===== config.mk =====
export PLATFORM = sky130hd
export DESIGN_NAME = dac_diag_fault_unit
export DESIGN_NICKNAME = d
export VERILOG_FILES = /design/src/hdl/dac_diag_pkg.sv /design/src/hdl/dac_diag_fault_unit.sv
export VERILOG_INCLUDE_DIRS = /design/src /design/src/hdl
export SDC_FILE = /design/constraint.sdc
export NUM_CORES = 1
export LEC_CHECK = 0
export BUFFER_PORTS_ARGS = -buffer_cell sky130_fd_sc_hd__buf_2
export CORE_MARGIN = 4
export CORE_UTILIZATION = 29
export CTS_CLUSTER_DIAMETER = 120
export DETAILED_ROUTE_END_ITERATION = 16
export GPL_TIMING_DRIVEN = 0
export PLACE_DENSITY = 0.48
export SLEW_MARGIN = 5
export SYNTH_ARGS = -nofsm -noshare
export SYNTH_HDL_FRONTEND = slang
export SYNTH_SLANG_ARGS = --single-unit

===== constraint.sdc =====
create_clock -name clock -period 3.38 [get_ports clock]
set_input_delay 0.676 -clock clock [delete_from_list [all_inputs] [get_ports clock]]
set_output_delay 0.676 -clock clock [all_outputs]
set_load 0.02 [all_outputs]

===== src/hdl/dac_diag_defines.svh =====
/*
 Constants of the fault unit: keys, fields, reset values, timing.
 Assumes inclusion by bare name.
*/
`ifndef DAC_DIAG_DEFINES_SVH
`define DAC_DIAG_DEFINES_SVH

`define KEY_RESET_FIRST 16'h15fa
`define KEY_RESET_SECOND 16'haf51
`define KEY_CAL_REFRESH 16'hfcba
`define OSC_DEAD_CODE 24'h07dead
`define TICK_DIVIDE 10000
`define REFRESH_CYCLES 64
`define CRC_INIT 8'hff
`define CRC_POLY 8'h07
`define SPAN_LSB 0
`define SPAN_MSB 3
`define QUIET_BIT 3
`define TEMP_TRIP_WIDTH 2
`define DIG_FLAGS_RESET 11'h003
`define ANA_FLAGS_RESET 7'h00
`define CRC_CHECK_RESET 1'b1
`define FREQ_EN_RESET 1'b1
`define OSC_DETECT_RESET 1'b1
`define COMPARATOR_RESET 4'h0
`define ALARM_MASK_RESET 10'h000

`endif


===== src/hdl/dac_diag_pkg.sv =====
/*
 Types of the diagnostic and fault unit.
 Assumes dac_diag_defines.svh is on the include path.
*/
`include "dac_diag_defines.svh"

package dac_diag_pkg;

   // Digital results flags
   typedef struct packed {
      logic spi_crc_err;
      logic slip_bit_err;
      logic sclk_count_err;
      logic bad_access_error_flag;
      logic cal_crc_error_flag;
      logic inverse_check_err;
      logic latch_monitor_err;
      logic watchdog_error_flag;
      logic slew_in_progress_flag;
      logic cal_not_refreshed_flag;
      logic reset_seen_flag;
   } digital_results_register_t;

   // Analog results flags
   typedef struct packed {
      logic open_circuit_err;
      logic short_circuit_err;
      logic temperature_err;
      logic reference_output_error_flag;
      logic reference_input_err;
      logic regulator_err;
      logic internal_supply_err;
   } analog_results_register_t;

   // Live fault conditions from the surrounding logic
   typedef struct packed {
      logic osc_stopped;
      logic watchdog_timeout;
      logic latch_monitor_fault;
      logic inverse_check_fault;
      logic slip_bit_fault;
      logic spi_crc_fault;
      logic sclk_count_fault;
      logic slew_busy;
      logic open_circuit;
      logic short_circuit;
   } fault_inputs_t;

   // Comparator reports, asserted while a node is out of window
   typedef struct packed {
      logic reference_input;
      logic reference_output;
      logic regulator_output;
      logic internal_analog_supply;
   } node_faults_t;

   // Write strobe from the serial decode
   typedef struct packed {
      logic valid;
      logic is_key;
      logic is_readback_select;
      logic is_nop;
      logic is_digital_results;
      logic is_analog_results;
      logic is_converter_config;
      logic [15:0] data;
   } reg_write_t;

   // Alarm mask, one bit per maskable fault
   typedef struct packed {
      logic osc_stop;
      logic watchdog;
      logic latch_monitor;
      logic inverse_check;
      logic invalid_access;
      logic slip_bit;
      logic spi_crc;
      logic open_circuit;
      logic short_circuit;
      logic temperature;
   } alarm_mask_t;

   typedef enum logic [1:0] {
      KEY_IDLE = 2'b00,
      KEY_ARMED = 2'b01
   } key_state_t;

   typedef enum logic [1:0] {
      REFRESH_IDLE = 2'b00,
      REFRESH_RUN = 2'b01,
      REFRESH_CHECK = 2'b10
   } refresh_state_t;

endpackage : dac_diag_pkg


===== src/hdl/dac_diag_fault_unit.sv =====
/*
 Diagnostic and fault unit: reset keys,
 calibration CRC refresh and bad-access flag,
 tick counter, dead code, sticky flags, alarm.
 Assumes decoded writes and one clock,
 live fault levels from nearby blocks,
 one calibration word per cycle at cal_index.
*/
// Behaviour
// Reset after keys 15fa then af51
// Reset from pin, key or watchdog
// Any reset sets reset_seen_flag
// Refresh on key or span change, CRC
// CRC mismatch sets calibration CRC flag
// CRC check on at reset, software disables
// Refresh blocks writes except readback, nop; here other writes still act and only set bad_access_error_flag
// Host waits 500 us after refresh
// 16-bit counter at 1 kHz, enabled
// Dead oscillator returns 07dead code
// Write one reloads flag with condition
// Unrefreshed and slew flags self-clear
// Summaries OR flags, slew excluded
// Summaries live, read only
// Temperature compare always, four trips
// Comparators off at reset, reference_input gated
// Sticky flag per monitored node
// Reference fault flags dependent nodes
// Open-drain active-low alarm pin
// Alarm mapping with maskable subset
// Quiet bit keeps clock-count off alarm
// Readback holds inverted alarm level
// Watchdog default sets flag and alarm
// Wrong second key abandons sequence
`timescale 1ns/1ps
`default_nettype none
`include "dac_diag_defines.svh"

module dac_diag_fault_unit #(
   parameter int TICK_DIVIDE = `TICK_DIVIDE,
   parameter int REFRESH_CYCLES = `REFRESH_CYCLES,
   parameter int CAL_WORDS = 16
) (
   // Clock and reset
   input wire logic clock,
   input wire logic rst,
   input wire logic clock_enable,
   input wire logic reset_pin,
   // Register writes
   input wire dac_diag_pkg::reg_write_t reg_write,
   // Configuration
   input wire logic cal_crc_check_enable,
   input wire logic freq_counter_enable,
   input wire logic osc_stop_detect_enable,
   input wire logic serial_diag_quiet_enable,
   input wire logic [`TEMP_TRIP_WIDTH-1:0] temp_trip_select,
   input wire logic [3:0] comparator_enable_bits,
   input wire logic buffer_power_enable,
   input wire logic watchdog_reset_enable,
   input wire dac_diag_pkg::alarm_mask_t alarm_mask,
   // Faults and comparators
   input wire dac_diag_pkg::fault_inputs_t fault_inputs,
   input wire dac_diag_pkg::node_faults_t node_faults,
   input wire logic [3:0] temp_over_trip,
   // Calibration memory
   input wire logic [7:0] cal_word,
   input wire logic [7:0] cal_reference_crc,
   output logic [3:0] cal_index,
   // Status
   output dac_diag_pkg::digital_results_register_t digital_results_register,
   output dac_diag_pkg::analog_results_register_t analog_results_register,
   output logic digital_summary_flag,
   output logic analog_summary_flag,
   output logic watchdog_summary_flag,
   output logic [15:0] oscillator_tick_counter,
   output logic refresh_busy,
   output logic soft_reset_pulse,
   output logic alarm_pin_status_bit,
   output logic [23:0] readback_override,
   output logic readback_override_valid,
   // Alarm pin
   output logic alarm_pin_n_out,
   output logic alarm_pin_n_oe
);

   if (TICK_DIVIDE < 2 || TICK_DIVIDE > 16384 || REFRESH_CYCLES < CAL_WORDS ||
       REFRESH_CYCLES > 65536 || CAL_WORDS > 16 || CAL_WORDS < 1) begin : g_bad_params
      $error("Unsupported parameters");
   end

   function automatic logic [7:0] crc8_step(input logic [7:0] crc, input logic [7:0] data);
      logic [7:0] c;
      c = crc ^ data;
      for (int i = 0; i < 8; i++) begin
         c = c[7] ? ((c << 1) ^ `CRC_POLY) : (c << 1);
      end
      return c;
   endfunction : crc8_step

   // Key sequence
   dac_diag_pkg::key_state_t key_reg, key_next;
   logic soft_reset_reg, soft_reset_next;
   wire logic key_write = reg_write.valid && reg_write.is_key;

   always_comb begin
      key_next = key_reg;
      soft_reset_next = 1'b0;
      if (key_write) begin
         case (key_reg)
            dac_diag_pkg::KEY_IDLE: begin
               if (reg_write.data == `KEY_RESET_FIRST)
                  key_next = dac_diag_pkg::KEY_ARMED;
            end
            dac_diag_pkg::KEY_ARMED: begin
               key_next = dac_diag_pkg::KEY_IDLE;
               if (reg_write.data == `KEY_RESET_SECOND)
                  soft_reset_next = 1'b1;
               else if (reg_write.data == `KEY_RESET_FIRST)
                  key_next = dac_diag_pkg::KEY_ARMED;
            end
            default: key_next = dac_diag_pkg::KEY_IDLE;
         endcase
      end else if (reg_write.valid) begin
         key_next = dac_diag_pkg::KEY_IDLE;
      end
   end

   always_ff @(posedge clock or posedge rst) begin
      if (rst) begin
         key_reg <= dac_diag_pkg::KEY_IDLE;
         soft_reset_reg <= 1'b0;
      end else if (clock_enable) begin
         key_reg <= key_next;
         soft_reset_reg <= soft_reset_next;
      end
   end

   // Reset from pin, key sequence or watchdog
   wire logic device_reset = reset_pin || soft_reset_reg ||
      (watchdog_reset_enable && fault_inputs.watchdog_timeout);

   // Calibration refresh
   dac_diag_pkg::refresh_state_t ref_reg, ref_next;
   logic [15:0] ref_count_reg, ref_count_next;
   logic [7:0] crc_reg, crc_next;
   logic [3:0] span_reg, span_next;
   logic crc_bad_event;
   logic refresh_done;

   always_comb begin
      ref_next = ref_reg;
      ref_count_next = ref_count_reg;
      crc_next = crc_reg;
      span_next = span_reg;
      crc_bad_event = 1'b0;
      refresh_done = 1'b0;
      if (reg_write.valid && reg_write.is_converter_config)
         span_next = reg_write.data[`SPAN_MSB:`SPAN_LSB];
      case (ref_reg)
         dac_diag_pkg::REFRESH_IDLE: begin
            if ((key_write && reg_write.data == `KEY_CAL_REFRESH) ||
                (reg_write.valid && reg_write.is_converter_config &&
                 reg_write.data[`SPAN_MSB:`SPAN_LSB] != span_reg)) begin
               ref_next = dac_diag_pkg::REFRESH_RUN;
               ref_count_next = 16'h0000;
               crc_next = `CRC_INIT;
            end
         end
         dac_diag_pkg::REFRESH_RUN: begin
            ref_count_next = ref_count_reg + 16'h0001;
            if (ref_count_reg < 16'(CAL_WORDS))
               crc_next = crc8_step(crc_reg, cal_word);
            if (ref_count_reg == 16'(REFRESH_CYCLES - 1))
               ref_next = dac_diag_pkg::REFRESH_CHECK;
         end
         dac_diag_pkg::REFRESH_CHECK: begin
            refresh_done = 1'b1;
            crc_bad_event = cal_crc_check_enable && (crc_reg != cal_reference_crc);
            ref_next = dac_diag_pkg::REFRESH_IDLE;
         end
         default: ref_next = dac_diag_pkg::REFRESH_IDLE;
      endcase
   end

   always_ff @(posedge clock or posedge rst) begin
      if (rst) begin
         ref_reg <= dac_diag_pkg::REFRESH_IDLE;
         ref_count_reg <= 16'h0000;
         crc_reg <= `CRC_INIT;
         span_reg <= 4'h0;
      end else if (clock_enable) begin
         ref_reg <= ref_next;
         ref_count_reg <= ref_count_next;
         crc_reg <= crc_next;
         span_reg <= span_next;
      end
   end

   wire logic refreshing = (ref_reg != dac_diag_pkg::REFRESH_IDLE);
   wire logic bad_access_event = refreshing && reg_write.valid &&
      !reg_write.is_readback_select && !reg_write.is_nop;

   // Oscillator tick counter
   logic [13:0] div_reg, div_next;
   logic [15:0] tick_reg, tick_next;

   always_comb begin
      div_next = div_reg;
      tick_next = tick_reg;
      if (freq_counter_enable) begin
         if (div_reg == 14'(TICK_DIVIDE - 1)) begin
            div_next = 14'h0000;
            tick_next = tick_reg + 16'h0001;
         end else begin
            div_next = div_reg + 14'h0001;
         end
      end
   end

   always_ff @(posedge clock or posedge rst) begin
      if (rst) begin
         div_reg <= 14'h0000;
         tick_reg <= 16'h0000;
      end else if (clock_enable) begin
         div_reg <= div_next;
         tick_reg <= tick_next;
      end
   end

   // Sticky results
   dac_diag_pkg::digital_results_register_t dig_reg, dig_next, dig_live;
   dac_diag_pkg::analog_results_register_t ana_reg, ana_next, ana_live;
   logic [3:0] node_live;
   logic temp_live;

   always_comb begin
      node_live = {node_faults.reference_input && buffer_power_enable,
                   node_faults.reference_output,
                   node_faults.regulator_output,
                   node_faults.internal_analog_supply} & comparator_enable_bits;
      temp_live = temp_over_trip[temp_trip_select];

      dig_live = '0;
      dig_live.spi_crc_err = fault_inputs.spi_crc_fault;
      dig_live.slip_bit_err = fault_inputs.slip_bit_fault;
      dig_live.sclk_count_err = fault_inputs.sclk_count_fault;
      dig_live.bad_access_error_flag = bad_access_event;
      dig_live.cal_crc_error_flag = crc_bad_event;
      dig_live.inverse_check_err = fault_inputs.inverse_check_fault;
      dig_live.latch_monitor_err = fault_inputs.latch_monitor_fault;
      dig_live.watchdog_error_flag = fault_inputs.watchdog_timeout;

      ana_live.open_circuit_err = fault_inputs.open_circuit;
      ana_live.short_circuit_err = fault_inputs.short_circuit;
      ana_live.temperature_err = temp_live;
      ana_live.reference_input_err = node_live[3];
      ana_live.reference_output_error_flag = node_live[2];
      ana_live.regulator_err = node_live[1];
      ana_live.internal_supply_err = node_live[0];

      dig_next = dig_reg | dig_live;
      if (reg_write.valid && reg_write.is_digital_results)
         dig_next = (dig_reg & ~reg_write.data[10:0]) | dig_live;
      dig_next.reset_seen_flag = dig_reg.reset_seen_flag &
         !(reg_write.valid && reg_write.is_digital_results && reg_write.data[0]);
      dig_next.cal_not_refreshed_flag = dig_reg.cal_not_refreshed_flag && !refresh_done;
      dig_next.slew_in_progress_flag = fault_inputs.slew_busy;

      ana_next = ana_reg | ana_live;
      if (reg_write.valid && reg_write.is_analog_results)
         ana_next = (ana_reg & ~reg_write.data[6:0]) | ana_live;
   end

   always_ff @(posedge clock or posedge rst) begin
      if (rst) begin
         dig_reg <= `DIG_FLAGS_RESET;
         ana_reg <= `ANA_FLAGS_RESET;
      end else if (clock_enable) begin
         if (device_reset) begin
            dig_reg <= `DIG_FLAGS_RESET;
            ana_reg <= `ANA_FLAGS_RESET;
         end else begin
            dig_reg <= dig_next;
            ana_reg <= ana_next;
         end
      end
   end

   // Alarm mapping
   logic alarm_next, dig_sum_next, ana_sum_next;
   always_comb begin
      alarm_next =
         (fault_inputs.osc_stopped && !alarm_mask.osc_stop) ||
         (dig_next.watchdog_error_flag && !alarm_mask.watchdog) ||
         (dig_next.latch_monitor_err && !alarm_mask.latch_monitor) ||
         (dig_next.inverse_check_err && !alarm_mask.inverse_check) ||
         (dig_next.bad_access_error_flag && !alarm_mask.invalid_access) ||
         (dig_next.slip_bit_err && !alarm_mask.slip_bit) ||
         (dig_next.spi_crc_err && !alarm_mask.spi_crc) ||
         (ana_next.open_circuit_err && !alarm_mask.open_circuit) ||
         (ana_next.short_circuit_err && !alarm_mask.short_circuit) ||
         (ana_next.temperature_err && !alarm_mask.temperature) ||
         dig_next.cal_crc_error_flag ||
         (dig_next.sclk_count_err && !serial_diag_quiet_enable) ||
         ana_next.reference_input_err || ana_next.reference_output_error_flag ||
         ana_next.regulator_err || ana_next.internal_supply_err;
      dig_sum_next = |{dig_next.spi_crc_err, dig_next.slip_bit_err, dig_next.sclk_count_err,
         dig_next.bad_access_error_flag, dig_next.cal_crc_error_flag,
         dig_next.inverse_check_err, dig_next.latch_monitor_err,
         dig_next.watchdog_error_flag, dig_next.cal_not_refreshed_flag,
         dig_next.reset_seen_flag};
      ana_sum_next = |ana_next;
   end

   logic alarm_reg, dig_sum_reg, ana_sum_reg, osc_dead_reg;
   always_ff @(posedge clock or posedge rst) begin
      if (rst) begin
         alarm_reg <= 1'b0;
         dig_sum_reg <= 1'b1;
         ana_sum_reg <= 1'b0;
         osc_dead_reg <= 1'b0;
      end else if (clock_enable) begin
         alarm_reg <= alarm_next && !device_reset;
         dig_sum_reg <= dig_sum_next || device_reset;
         ana_sum_reg <= ana_sum_next && !device_reset;
         osc_dead_reg <= osc_stop_detect_enable && fault_inputs.osc_stopped;
      end
   end

   assign digital_results_register = dig_reg;
   assign analog_results_register = ana_reg;
   assign digital_summary_flag = dig_sum_reg;
   assign analog_summary_flag = ana_sum_reg;
   assign watchdog_summary_flag = dig_reg.watchdog_error_flag;
   assign oscillator_tick_counter = tick_reg;
   assign refresh_busy = (ref_reg != dac_diag_pkg::REFRESH_IDLE);
   assign cal_index = ref_count_reg[3:0];
   assign soft_reset_pulse = soft_reset_reg;
   assign alarm_pin_status_bit = alarm_reg;
   assign readback_override = `OSC_DEAD_CODE;
   assign readback_override_valid = osc_dead_reg;
   assign alarm_pin_n_out = 1'b0;
   assign alarm_pin_n_oe = alarm_reg;

endmodule : dac_diag_fault_unit
`default_nettype wire


# Word level (Yosys, flattened, before mapping)
# Index checks and enable logic that the tools add are counted.
[classes]
add_sub_neg = 3
n_lt_le_gt_ge = 2
eq_ne = 14
mux = 34
bitwise = 19
n_reduce_logical = 77
[op_table]
columns = ["cell", "count"]
rows = [
  ["$add A16 B1 Y16 const B", 2],
  ["$eq A16 B16 Y1 const B", 2],
  ["$pmux W16 S2", 1],
  ["$logic_and A1 B1 Y1", 28],
  ["$mux W3", 8],
  ["$not A3 Y3", 8],
  ["$mux W11", 2],
  ["$or A11 B11 Y11", 2],
  ["$logic_or A1 B1 Y1", 19],
  ["$eq A16 B13 Y1 const B", 1],
  ["$eq A16 B6 Y1 const B", 1],
  ["$logic_not A1 Y1", 16],
  ["$lt A16 B5 Y1 const B", 1],
  ["$mux W16", 1],
  ["$mux W8", 2],
  ["$pmux W8 S2", 1],
  ["$add A14 B1 Y14 const B", 1],
  ["$eq A14 B14 Y1 const B", 1],
  ["$mux W14", 1],
  ["$mux W7", 2],
  ["$or A7 B7 Y7", 2],
  ["$mux W2", 6],
  ["$reduce_and A3 Y1", 4],
  ["$and A11 B11 Y11", 1],
  ["other kinds (22)", 36],
]
[word_totals]
reg_bits = 85
in_bits = 83
out_inout_bits = 71
elab_cells = 179

# Depth between registers and ports, before layout
# Gate-level depths: netlist of the first run.
[logic_depth]
ltp_word = 23
ltp_mapped = 7
ltp_nobuf = 6

# Least setup slack after synthesis of the first run
# OpenSTA, ideal clock, no wires.
[synth_path]
path_type = "input-to-reg"
from = "input port clock_enable"
to = "register crc_reg[3]"
setup_time_ns = 0.079
t_arrival_ns = 1.991
required_ns = 3.301
setup_slack_ns = 1.310
cell_stages = 7
n_path_buf = 2
cell_sequence = "buf_4 nand3b_1 or3_1 or2_0 buf_2 or3_1 o211a_1"
[synth_between]
elab_chain_cells = 1
[synth_lines]
columns = ["element", "line_no", "rtl"]
rows = [
  ["from (decl)", "dac_diag_fault_unit.sv:46", "input wire logic clock_enable,"],
  ["$reduce_and A4 Y1 (no source line)", "--", ""],
  ["to (signal assigned)", "dac_diag_fault_unit.sv:188", "crc_reg <= `CRC_INIT;"],
  ["to (signal assigned)", "dac_diag_fault_unit.sv:193", "crc_reg <= crc_next;"],
  ["to (decl)", "dac_diag_fault_unit.sv:144", "logic [7:0] crc_reg, crc_next;"],
]
# Every way passes these cells.
# A chain may end at the register's enable or synchronous reset.

# Worst setup path after layout of the first run
[layout_path]
from = "input port reg_write[22] in the netlist's numbering"
to = "register alarm_reg (netlist: alarm_pin_n_oe)"
[layout_between]
elab_chain_cells = 19
elab_cells_between_ends = 35
cone_classes = "mux (2); bitwise (2); reduce/logical (31)"
[layout_lines]
columns = ["element", "line_no", "rtl"]
rows = [
  ["from (decl)", "dac_diag_fault_unit.sv:49", "input wire dac_diag_pkg::reg_write_t reg_write,"],
  ["$logic_and A1 B1 Y1 (on tied branches)", "dac_diag_fault_unit.sv:199, dac_diag_fault_unit.sv:261", ""],
  ["$logic_and A1 B1 Y1 or $mux W11 (tied branches)", "dac_diag_fault_unit.sv:199, dac_diag_fault_unit.sv:261", ""],
  ["$logic_and A1 B1 Y1 (on tied branches)", "dac_diag_fault_unit.sv:200, dac_diag_fault_unit.sv:293", ""],
  ["$or A11 B11 Y11 (tied with other cells)", "dac_diag_fault_unit.sv:260", "dig_next = dig_reg | dig_live;"],
  ["$mux W11 or $logic_or A1 B1 Y1 (tied branches)", "dac_diag_fault_unit.sv:261, dac_diag_fault_unit.sv:293", ""],
  ["$logic_and A1 B1 Y1 or $logic_or A1 B1 Y1 (tied branches)", "dac_diag_fault_unit.sv:296, dac_diag_fault_unit.sv:294", ""],
  ["$logic_or A1 B1 Y1", "dac_diag_fault_unit.sv:295", "(dig_next.inverse_check_err && !alarm_mask.inverse_check) ||"],
  ["$logic_or A1 B1 Y1", "dac_diag_fault_unit.sv:296", "(dig_next.bad_access_error_flag && !alarm_mask.invalid_access) ||"],
  ["[... 2 more ...]", "--", ""],
  ["$logic_or A1 B1 Y1", "dac_diag_fault_unit.sv:299", "(ana_next.open_circuit_err && !alarm_mask.open_circuit) ||"],
  ["$logic_or A1 B1 Y1", "dac_diag_fault_unit.sv:300", "(ana_next.short_circuit_err && !alarm_mask.short_circuit) ||"],
  ["$logic_or A1 B1 Y1", "dac_diag_fault_unit.sv:301", "(ana_next.temperature_err && !alarm_mask.temperature) ||"],
  ["$logic_or A1 B1 Y1", "dac_diag_fault_unit.sv:302", "dig_next.cal_crc_error_flag ||"],
  ["$logic_or A1 B1 Y1", "dac_diag_fault_unit.sv:303", "(dig_next.sclk_count_err && !serial_diag_quiet_enable) ||"],
  ["$logic_or A1 B1 Y1 (2 in series)", "dac_diag_fault_unit.sv:304", "ana_next.reference_input_err || ana_next.reference_output_error_flag ||"],
  ["$logic_or A1 B1 Y1 (*)", "dac_diag_fault_unit.sv:305", "ana_next.regulator_err || ana_next.internal_supply_err;"],
  ["$logic_and A1 B1 Y1 (*)", "dac_diag_fault_unit.sv:322", "alarm_reg <= alarm_next && !device_reset;"],
  ["to (signal assigned)", "dac_diag_fault_unit.sv:322", ""],
  ["to (decl)", "dac_diag_fault_unit.sv:314", "logic alarm_reg, dig_sum_reg, ana_sum_reg, osc_dead_reg;"],
]
# Mark *: on every way between the ends. The rest lies on a longest branch, timed or not.

==> results of run 1 <==
## layout make-up
cell class / instances / area, um^2 / area share [%]
multi-input cells: 375 / 2476 / 39.42
flip-flops and latches: 84 / 2116 / 33.69
repair buffers: 127 / 658.1 / 10.48
plain buffers: 47 / 312.8 / 4.980
well taps: 220 / 275.3 / 4.382
clock buffers: 12 / 256.5 / 4.084
clock inverters: 4 / 95.09 / 1.514
inverters: 23 / 88.84 / 1.414
diodes: 1 / 2.502 / 0.03984
## cells by family (layout without fill, tap and decap cells)
group,count (synthesis),after routing,synth area share [%]
compound gates,97,97,13.90
xor+xnor,59,59,10.54
fa+ha+maj,3,3,0.7654
buf+inv,70,213,8.138
flops,84,84,43.14
mux,16,16,3.673
other cells,2,26,0.1531
simple gates,175,175,19.69
## per-layer routing
layer | track usage, % | up-vias
li1 | - | 2086
met1 | 19.54 | 2119
met5 | 0 | -
met2 | 24.51 | 113
met4 | 2.756 | 0
met3 | 5.283 | 10
## power groups by stage
stage / registers [mW] / clock network [mW] / logic, mW
floorplan: 1.33 / 0 / 0.636
global placement: 1.34 / 0 / 0.861
detailed placement: 1.35 / 0 / 0.881
CTS: 1.33 / 1.21 / 0.886
global route: 1.35 / 1.26 / 0.974
finish: 1.33 / 1.18 / 0.879
## stage by stage
| stage | hold WS, ps | cell area, um^2 |
|---|---|---|
| global placement | 466.1 | 5897 |
| detailed placement | 465.8 | 5927 |
| global route | 332.4 | 6279 |
| CTS | 312.2 | 6279 |
| floorplan | 465.7 | 4991 |
| finish | 316.4 | 6281 |
## worst max-delay path by stage
stage	from	cells past startpoint	slack, ps	endpoint
floorplan	rst	1	560	alarm_pin_n_oe
global placement	rst	2	-670	digital_results_register[2]
detailed placement	reg_write[22]	8	620	alarm_pin_n_oe
CTS	reg_write[22]	8	980	alarm_pin_n_oe
global route	reg_write[22]	8	820	alarm_pin_n_oe
finish	reg_write[22]	8	930	alarm_pin_n_oe
## cells in the mapped netlist, types with 2 or more instances
| cell | number | share of area (%) |
|---|---|---|
| nand2_1 | 31 | 2.4 |
| buf_4 | 33 | 5.1 |
| mux2_2 | 6 | 1.4 |
| nor4b_1 | 2 | 0.36 |
| nand4b_1 | 2 | 0.36 |
| nand4_1 | 13 | 1.7 |
| clkbuf_1 | 9 | 0.69 |
| conb_1 | 2 | 0.15 |
| nor4b_2 | 2 | 0.61 |
| dfrtp_1 | 73 | 37 |
| buf_2 | 4 | 0.41 |
| or3_1 | 4 | 0.51 |
| mux2i_1 | 9 | 1.8 |
| inv_1 | 23 | 1.8 |
| a21oi_1 | 17 | 1.7 |
| a22o_1 | 9 | 1.6 |
| xor2_1 | 21 | 3.8 |
| nor3_1 | 8 | 0.82 |
| a32o_1 | 2 | 0.41 |
| a31oi_1 | 3 | 0.38 |
| a32oi_1 | 4 | 0.71 |
| a22oi_1 | 5 | 0.77 |
| o22a_1 | 2 | 0.36 |
| nor4_2 | 2 | 0.51 |
| o2bb2ai_1 | 5 | 0.89 |
| nor2b_1 | 2 | 0.26 |
| nand3_1 | 38 | 3.9 |
| o31ai_1 | 2 | 0.31 |
| a21bo_2 | 3 | 0.61 |
| and3_1 | 8 | 1.0 |
| a211oi_1 | 6 | 0.92 |
| o21ai_0 | 14 | 1.4 |
| nor2_1 | 32 | 2.4 |
| and4_1 | 6 | 1.1 |
| xnor2_1 | 38 | 6.8 |
| and2_1 | 3 | 0.38 |
| o22ai_1 | 16 | 2.0 |
| ha_1 | 3 | 0.77 |
| nand2b_1 | 5 | 0.64 |
| dfstp_2 | 11 | 5.9 |
| a2bb2oi_1 | 2 | 0.36 |
| nor4_1 | 9 | 1.1 |
==> impl_metrics.tcl, run 1 <==
set metrics [dict create \
    avgSynthCellArea_um2 9.693 \
    fin_nets 753 \
    wl_met1_mm 6.598 \
    ys_seq_elements 84 \
    hold_violations 0 \
    dp_hpwl_mm 11.08 \
    power.share.clock_pct 34.8 \
    grt_pass1_wl_mm 23.38 \
    ys_seq_area_share_pct 43.14 \
    synth_edf_count 0 \
    worst-path-buf-inv 3 \
    antenna_found_initial 0 \
    avgViaCountPerCell 4.847 \
    min_period_ps 2446 \
    async_flop_share_pct 100.0 \
    grt_overflow 0 \
    critPathKind "input port to flop" \
    setup_tns_ps 0 \
    rsz0062_at_grt "false" \
    routed-via-count 4328 \
    clk_latency_ps 350 \
    htree_num_levels 3 \
    max_slew.worst_pin.slew_ps 770.4 \
    finalSetupViolCount 0 \
    regToRegSetupSlack_ps 1380 \
    peakVddDrop_mv 0.2585 \
    cts_made_buffers 9 \
    clkSinkCount 84 \
    layout_common_cells "buf_2 (130), dfrtp_1 (73), nand3_1 (38), xnor2_1 (38), buf_4 (33)" \
    ys_types 59 \
    drive_above_1_share_pct 31.55 \
    power_mw 3.387 \
    die_area_um2 19060 \
    fin_util_pct 37.88 \
    drt_iter0_drc 175 \
    worstReg2RegStart "ref_count_reg[0]" \
    io_buffers 126 \
    worstReg2RegEnd "ref_count_reg[14]" \
    crit_family "simple AND/OR/NAND/NOR gates" \
    slew_viol_final 0 \
    power_density_nw_per_um2 539.2 \
    die_y_um 138.1 \
    fp.dieW_um 138.1 \
    layout_commonest_cell "buf_2" \
    status "finished clean" \
    seqPwrFrac_pct 39.3 \
    routedWlPerCell_um 16.12 \
    cts_tree "built" \
    routed.top_layer "met4" \
    route.met3.wl_um 771 \
    intPower_mw 2.328 \
    ys_warn_count 0 \
    grt_pass1_vias 4386 \
    drc 0 \
    finalNonFillerCells 893 \
    core_um2 16580 \
    crit_path_max_fanout 10 \
    hold_path_class "input port to async pin" \
    ctsResizeCount 0 \
    combPwrFrac_pct 26.0 \
    netlist_area_um2 4905 \
    ctsHoldBuffers 0 \
    initial_core_util_pct 29.58 \
    postRouteAntennaNets 0 \
    critPathMostFrequentCell "buf_2" \
    fillers 1717 \
    wl_mm 14.39 \
    finalCritPeriodShare_pct 72.36 \
    num_rows 47 \
    rr_worst_depth 6 \
    critPathRequiredTime_ps 3580 \
    route.met2.wl_mm 6.915 \
    place_ws_ps 622.7 \
    drv_cap 0 \
    relSlewSlack_pct 48.16 \
    gp_congestion 0.8245 \
    grt_max_degree 59 \
    syn2layout_area_growth_pct 28.06 \
    post_cts_buffers 0 \
    finalClockSkew_ps 5.846 \
    setup_ws_ps 934.4 \
    synthFlopType "dfrtp_1" \
    cp-start-kind "input port" \
    switching_power_mw 1.059 \
    cp.arrival_ps 2650 \
    p_sw_share_pct 31.26 \
    first_pass_iters 4 \
    clk_pin_slew_worst_paths_ps 60 \
    grt_use_total_pct 15.02 \
    cts_buffer_depth 2 \
    postSynthCellCount 506 \
    cts_root_buffer "clkbuf_16" \
    cp_cell_sequence "buf_2, buf_2, buf_2, nand3_1, a32oi_1, nand4_1, nor4_1, a32oi_1" \
    dp.cells 876 \
    end_kind "flop" \
    slowest_delay_ps 520 \
    max_freq_mhz 408.9 \
    ios 154 \
    worst_path_max_delay_cell "nor4_1" \
    cellLeakagePower_nw 2.915 \
]
Power figures use the tool's default switching activity.
==> run 2, diff against run 1 <==
ABC_AREA = 1   (was not set)
PLACE_DENSITY = 0.47   (was 0.48)
clock period = 2.3 ns   (was 3.38 ns; I/O delays follow)
==> impl_metrics.tcl, run 2 <==
set metrics [dict create \
    syn2layout_area_growth_pct 24.64 \
    netlist.area_leader.share_pct 32.49 \
    io_buffers 127 \
    fin_nets 1028 \
    fp.dieW_um 147.2 \
    synth_edf_count 0 \
    drv_cap 0 \
    wl_mm 15.60 \
    core_um2 18890 \
    finalSetupViolCount 0 \
    clkSinkCount 84 \
    grt_use_total_pct 14.53 \
    die_area_um2 21680 \
    dp_hpwl_mm 12.52 \
    clk_latency_ps 340 \
    gp_congestion 0.8294 \
    critPathKind "flop to output port" \
    critPathRequiredTime_ps 1840 \
    async_flop_share_pct 100.0 \
    grt_overflow 0 \
    cellLeakagePower_nw 3.655 \
    grt_pass1_vias 4847 \
    drt_iter0_drc 208 \
    initial_core_util_pct 29.75 \
    relSlewSlack_pct 51.71 \
    layout_common_cells "nand2_1 (245), buf_2 (127), inv_1 (99)" \
    antenna_found_initial 0 \
    post_cts_buffers 0 \
    synthTopCellsByCount "nand2_1 (245), inv_1 (100), dfrtp_1 (73)" \
    postRouteAntennaNets 0 \
    diodes 0 \
    cts_root_buffer "clkbuf_16" \
    cp.arrival_ps 1230 \
    min_period_ps 1687 \
    ys_seq_elements 84 \
    ios 154 \
    finalCritPeriodShare_pct 73.35 \
    worst_path_max_delay_cell "dfrtp_1" \
    cp-start-kind "flop" \
    layout_commonest_cell "nand2_1" \
    max_freq_mhz 592.7 \
    ctsResizeCount 0 \
    end_kind "output port" \
    drc 0 \
    hold_violations 0 \
    ys_types 43 \
    clk_pin_slew_worst_paths_ps 70 \
    avgSynthCellArea_um2 7.216 \
    slew_viol_final 0 \
    fin_util_pct 37.09 \
    cts_made_buffers 9 \
    crit_path_max_fanout 5 \
    worst-path-buf-inv 2 \
    ctsHoldBuffers 0 \
    cts_tree "built" \
    routed-via-count 5096 \
    cp_cell_sequence "inv_1, nand2_1, buf_2" \
    routedWlPerCell_um 12.92 \
    max_slew.worst_pin.slew_ps 722.9 \
    hold_path_class "input port to async pin" \
    setup_tns_ps 0 \
    drive_above_1_share_pct 24.82 \
    yosysMostFrequentCell "nand2_1" \
    postSynthCellCount 779 \
    crit_family "flip-flops" \
    ys_warn_count 0 \
    synth_top_cell_by_area "dfrtp_1" \
    power_density_nw_per_um2 757.8 \
    avgViaCountPerCell 4.222 \
    finalClockSkew_ps 8.694 \
    peakVddDrop_mv 0.3516 \
    synthFlopType "dfrtp_1" \
    die_y_um 147.2 \
    ys_seq_area_share_pct 37.64 \
    ys_top_cells_by_area "dfrtp_1 (32%), nand2_1 (16%), inv_1 (6.7%), dfstp_2 (5.1%), buf_4 (4.5%)" \
    htree_num_levels 3 \
    cts_buffer_depth 2 \
    netlist_area_um2 5622 \
    status "finished clean" \
    grt_max_degree 32 \
    rsz0062_at_grt "false" \
    num_rows 50 \
    slowest_delay_ps 380 \
    grt_pass1_wl_mm 25.30 \
    first_pass_iters 5 \
]
run 2: cell count changes in the layout (fill, tap and decap cells not counted), sizes merged, moves of 9 or more:
cell   before  now
nand2      31  251
nor2       32   66
o21ai      15   47
xnor2      38   18
nand3      38   54
inv        23  102
o22ai      16    0
mux2i       9    0
run 2: stage by stage:
| stage | worst slack, ps | cells | area [um^2] | power, mW | hold slack, ps |
|---|---|---|---|---|---|
| after detailed placement | 498.4 | 1191 | 6713 | 3.907 | 466.7 |
| after floorplan | 843.9 | 802 | 5712 | 3.362 | 441.6 |
| final | 612.9 | 1207 | 7007 | 5.310 | 228.0 |
| after global placement | 124.7 | 1189 | 6673 | 3.884 | 459.5 |
| after global routing | 436.3 | 1207 | 7007 | 5.727 | 272.6 |
| after CTS | 582.1 | 1207 | 7007 | 5.397 | 235.3 |
run 2: cell type report:
class,instances,area (um^2)
multi-input combinational,573,2887
timing repair buffer,129,675.6
clock inverter,6,65.06
fill,2099,11890
clock buffer,10,229.0
buffer,42,319.1
tap,260,325.3
inverter,103,390.4
sequential,84,2116
run 2: path summary, 6_finish.rpt:
kind | slack, ps | startpoint | endpoint | depth (start not counted)
worst min-delay path | 230 | rst | div_reg[3] | 2
max in group asynchronous | 1190 | rst | crc_reg[0] | 4
worst max-delay path | 610 | ref_reg[0] | refresh_busy | 3
min in group clock | 350 | fault_inputs[2] | digital_results_register[2] | 2
worst min register to register | 480 | div_reg[11] | div_reg[11] | 1
worst max register to register | 620 | ref_count_reg[0] | ref_count_reg[14] | 8
run 2: where the power goes:
group	switching (mW)	total, mW	internal (mW)
Sequential	0.224	1.97	1.75
Combinational	1.19	1.89	0.702
Clock	0.611	1.45	0.840
run 2: layer usage:
metal | share of wire [%] | global-route usage [%] | vias to the layer above
met1 | 47 | 19.56 | 2299
met2 | 49 | 24.33 | 66
met5 | 0 | 0 | -
met3 | 3.1 | 3.300 | 9
li1 | - | - | 2722
met4 | 1.0 | 2.423 | 0
run 2: cell families after synthesis:
family,synth area share (%)
simple gates,34.45
buf+inv,12.55
flops,37.64
compound gates,6.699
xor+xnor,7.456
fa+ha+maj,0.6678
other cells,0.1336
mux,0.4006
==> run 3, diff against run 2 <==
ABC_AREA = 0   (was 1)
PLACE_DENSITY = 0.5   (was 0.47)
clock period = 1.4 ns   (was 2.3 ns; I/O delays follow)
==> impl_metrics.tcl, run 3 (synthesis results as in run 1) <==
set metrics [dict create \
    crit_end "crc_reg[3]" \
    hold_violations 9 \
    grt_pass1_wl_mm 24.28 \
    routedWlPerCell_um 16.31 \
    intPower_mw 5.984 \
    fp.dieW_um 138.1 \
    place_ws_ps -692.5 \
    num_rows 47 \
    io_buffers 126 \
    relSlewSlack_pct 60.69 \
    p_sw_share_pct 33.38 \
    setup_ws_ps -436.6 \
    regToRegSetupSlack_ps -440 \
    finalCritPeriodShare_pct 131.2 \
    dp_hpwl_mm 10.99 \
    critPathKind "flop to flop" \
    clkSinkCount 84 \
    status "finished, violations left" \
    multiInputGateArea_um2 2988 \
    end_kind "flop" \
    cts_buffer_depth 2 \
    clk_pin_slew_worst_paths_ps 60 \
    clk_latency_ps 350 \
    critPathLaunch "ref_reg[1]" \
    crit_family "simple AND/OR/NAND/NOR gates" \
    cellLeakagePower_nw 3.331 \
    combPwrFrac_pct 33.4 \
    rsz0062_at_grt "true" \
    grt_use_total_pct 15.38 \
    drv_cap 0 \
    core_um2 16580 \
    worst_path_max_delay_cell "or3_4" \
    drive_above_1_share_pct 48.90 \
    cts_tree "built" \
    gp_congestion 0.7932 \
    layout_common_cells "buf_2 (124), buf_4 (71), dfrtp_1 (59)" \
    cp_cell_sequence "nand3b_1, or3_4, or2_4, or3_1, o211a_1" \
    setup_tns_ps -11810 \
    initial_core_util_pct 29.58 \
    cp-start-kind "flop" \
    slew_viol_final 0 \
    drt_iter0_drc 207 \
    avgViaCountPerCell 4.920 \
    diodes 0 \
    slowest_delay_ps 410 \
    die_area_um2 19060 \
    cts_root_buffer "clkbuf_16" \
    grt_max_degree 37 \
    min_period_ps 1837 \
    ctsHoldBuffers 0 \
    power.share.clock_pct 30.0 \
    max_freq_mhz 544.5 \
    cts_made_buffers 9 \
    cp.arrival_ps 2110 \
    cp.depth 5 \
    finalSetupViolCount 54 \
    violations "hold timing, setup timing" \
    fin_nets 807 \
    wl_mm 15.43 \
    htree_num_levels 3 \
    fillers 1654 \
    ios 154 \
    power_density_nw_per_um2 1224 \
    die_y_um 138.1 \
    max_slew.worst_pin.slew_ps 588.4 \
    syn2layout_area_growth_pct 49.64 \
    crit_path_max_fanout 3 \
    critPathRequiredTime_ps 1680 \
    switching_power_mw 2.998 \
    worstReg2RegEnd "crc_reg[3]" \
    worstReg2RegStart "ref_reg[1]" \
    worst-path-buf-inv 0 \
    layout_commonest_cell "buf_2" \
    grt_pass1_vias 4678 \
    fin_util_pct 44.26 \
    rr_worst_depth 5 \
    first_pass_iters 5 \
    antenna_found_initial 1 \
    peakVddDrop_mv 0.7910 \
    finalInstanceArea_um2 7340 \
    grt_overflow 0 \
    regArea_um2 2133 \
    seqPwrFrac_pct 36.6 \
    place_area_um2 6018 \
    routed-via-count 4654 \
    hold_path_class "input port to async pin" \
    drc 0 \
    holdWs_ps -4.764 \
    finalClockSkew_ps 5.388 \
    postRouteAntennaNets 0 \
]
[run 3: changes by cell type in the layout (fill, tap and decap cells not counted), sizes merged, moves of 9 or more]
cell	before	now
nand2	251	31
inv	102	23
buf	167	220
nor2	66	32
o21ai	47	16
xnor2	18	38
nand3	54	38
o22ai	0	16
mux2i	0	9
[run 3: power groups by stage]
stage                     Combinational [mW]  Sequential (mW)  Clock (mW)
after global routing                    3.26             3.34        2.88
after floorplan                         1.59             3.21           0
after detailed placement                2.17             3.25           0
after global placement                  2.13             3.24           0
final                                   3.00             3.29        2.69
after CTS                               2.35             3.24        2.77
[run 3: worst register-to-register path, stage by stage, from the launching register on]
cell,delay [ps]
dfrtp_1,380
nand3b_1,220
or3_4,410
or2_4,280
or3_1,340
o211a_1,130
[run 3: worst min-delay path by stage]
stage,startpoint,end,cells past startpoint
floorplan,fault_inputs[2],digital_results_register[2],2
global placement,oscillator_tick_counter[15],oscillator_tick_counter[15],1
detailed placement,rst,ref_count_reg[1],2
CTS,rst,div_reg[6],2
global route,rst,div_reg[6],2
finish,rst,div_reg[6],2
[run 3: metal layers]
metal / GRT usage (%) / share of wire (%)
met4: 4.680 / 1.6
met5: 0 / 0.084
met1: 20.07 / 44
met3: 3.384 / 5.7
met2: 25.64 / 49
[run 3: metrics by stage]
| step | instances | total power, mW | hold slack [ps] |
|---|---|---|---|
| after floorplan | 529 | 4.801 | 396.8 |
| after global placement | 875 | 5.368 | 457.3 |
| after detailed placement | 877 | 5.427 | 379.7 |
| after CTS | 914 | 8.355 | 12.55 |
| after global routing | 946 | 9.474 | 35.91 |
| final | 946 | 8.982 | -4.764 |
[run 3: cell type report]
| class | count | area share (%) |
|---|---|---|
| buffer | 46 | 4.893 |
| timing repair buffer | 181 | 15.79 |
| tap | 220 | 3.750 |
| clock buffer | 11 | 3.444 |
| multi-input combinational | 376 | 40.71 |
| clock inverter | 5 | 1.125 |
| inverter | 23 | 1.227 |
| sequential | 84 | 29.07 |
[run 3: what timing repair did]
| action | CTS | global route |
|---|---|---|
| buffers inserted | 20 | 32 |
| gates cloned | 1 | 1 |
| gates resized for setup | 45 | 95 |
| endpoints found under the setup margin | 71 | 61 |
| pin swaps | 27 | 40 |
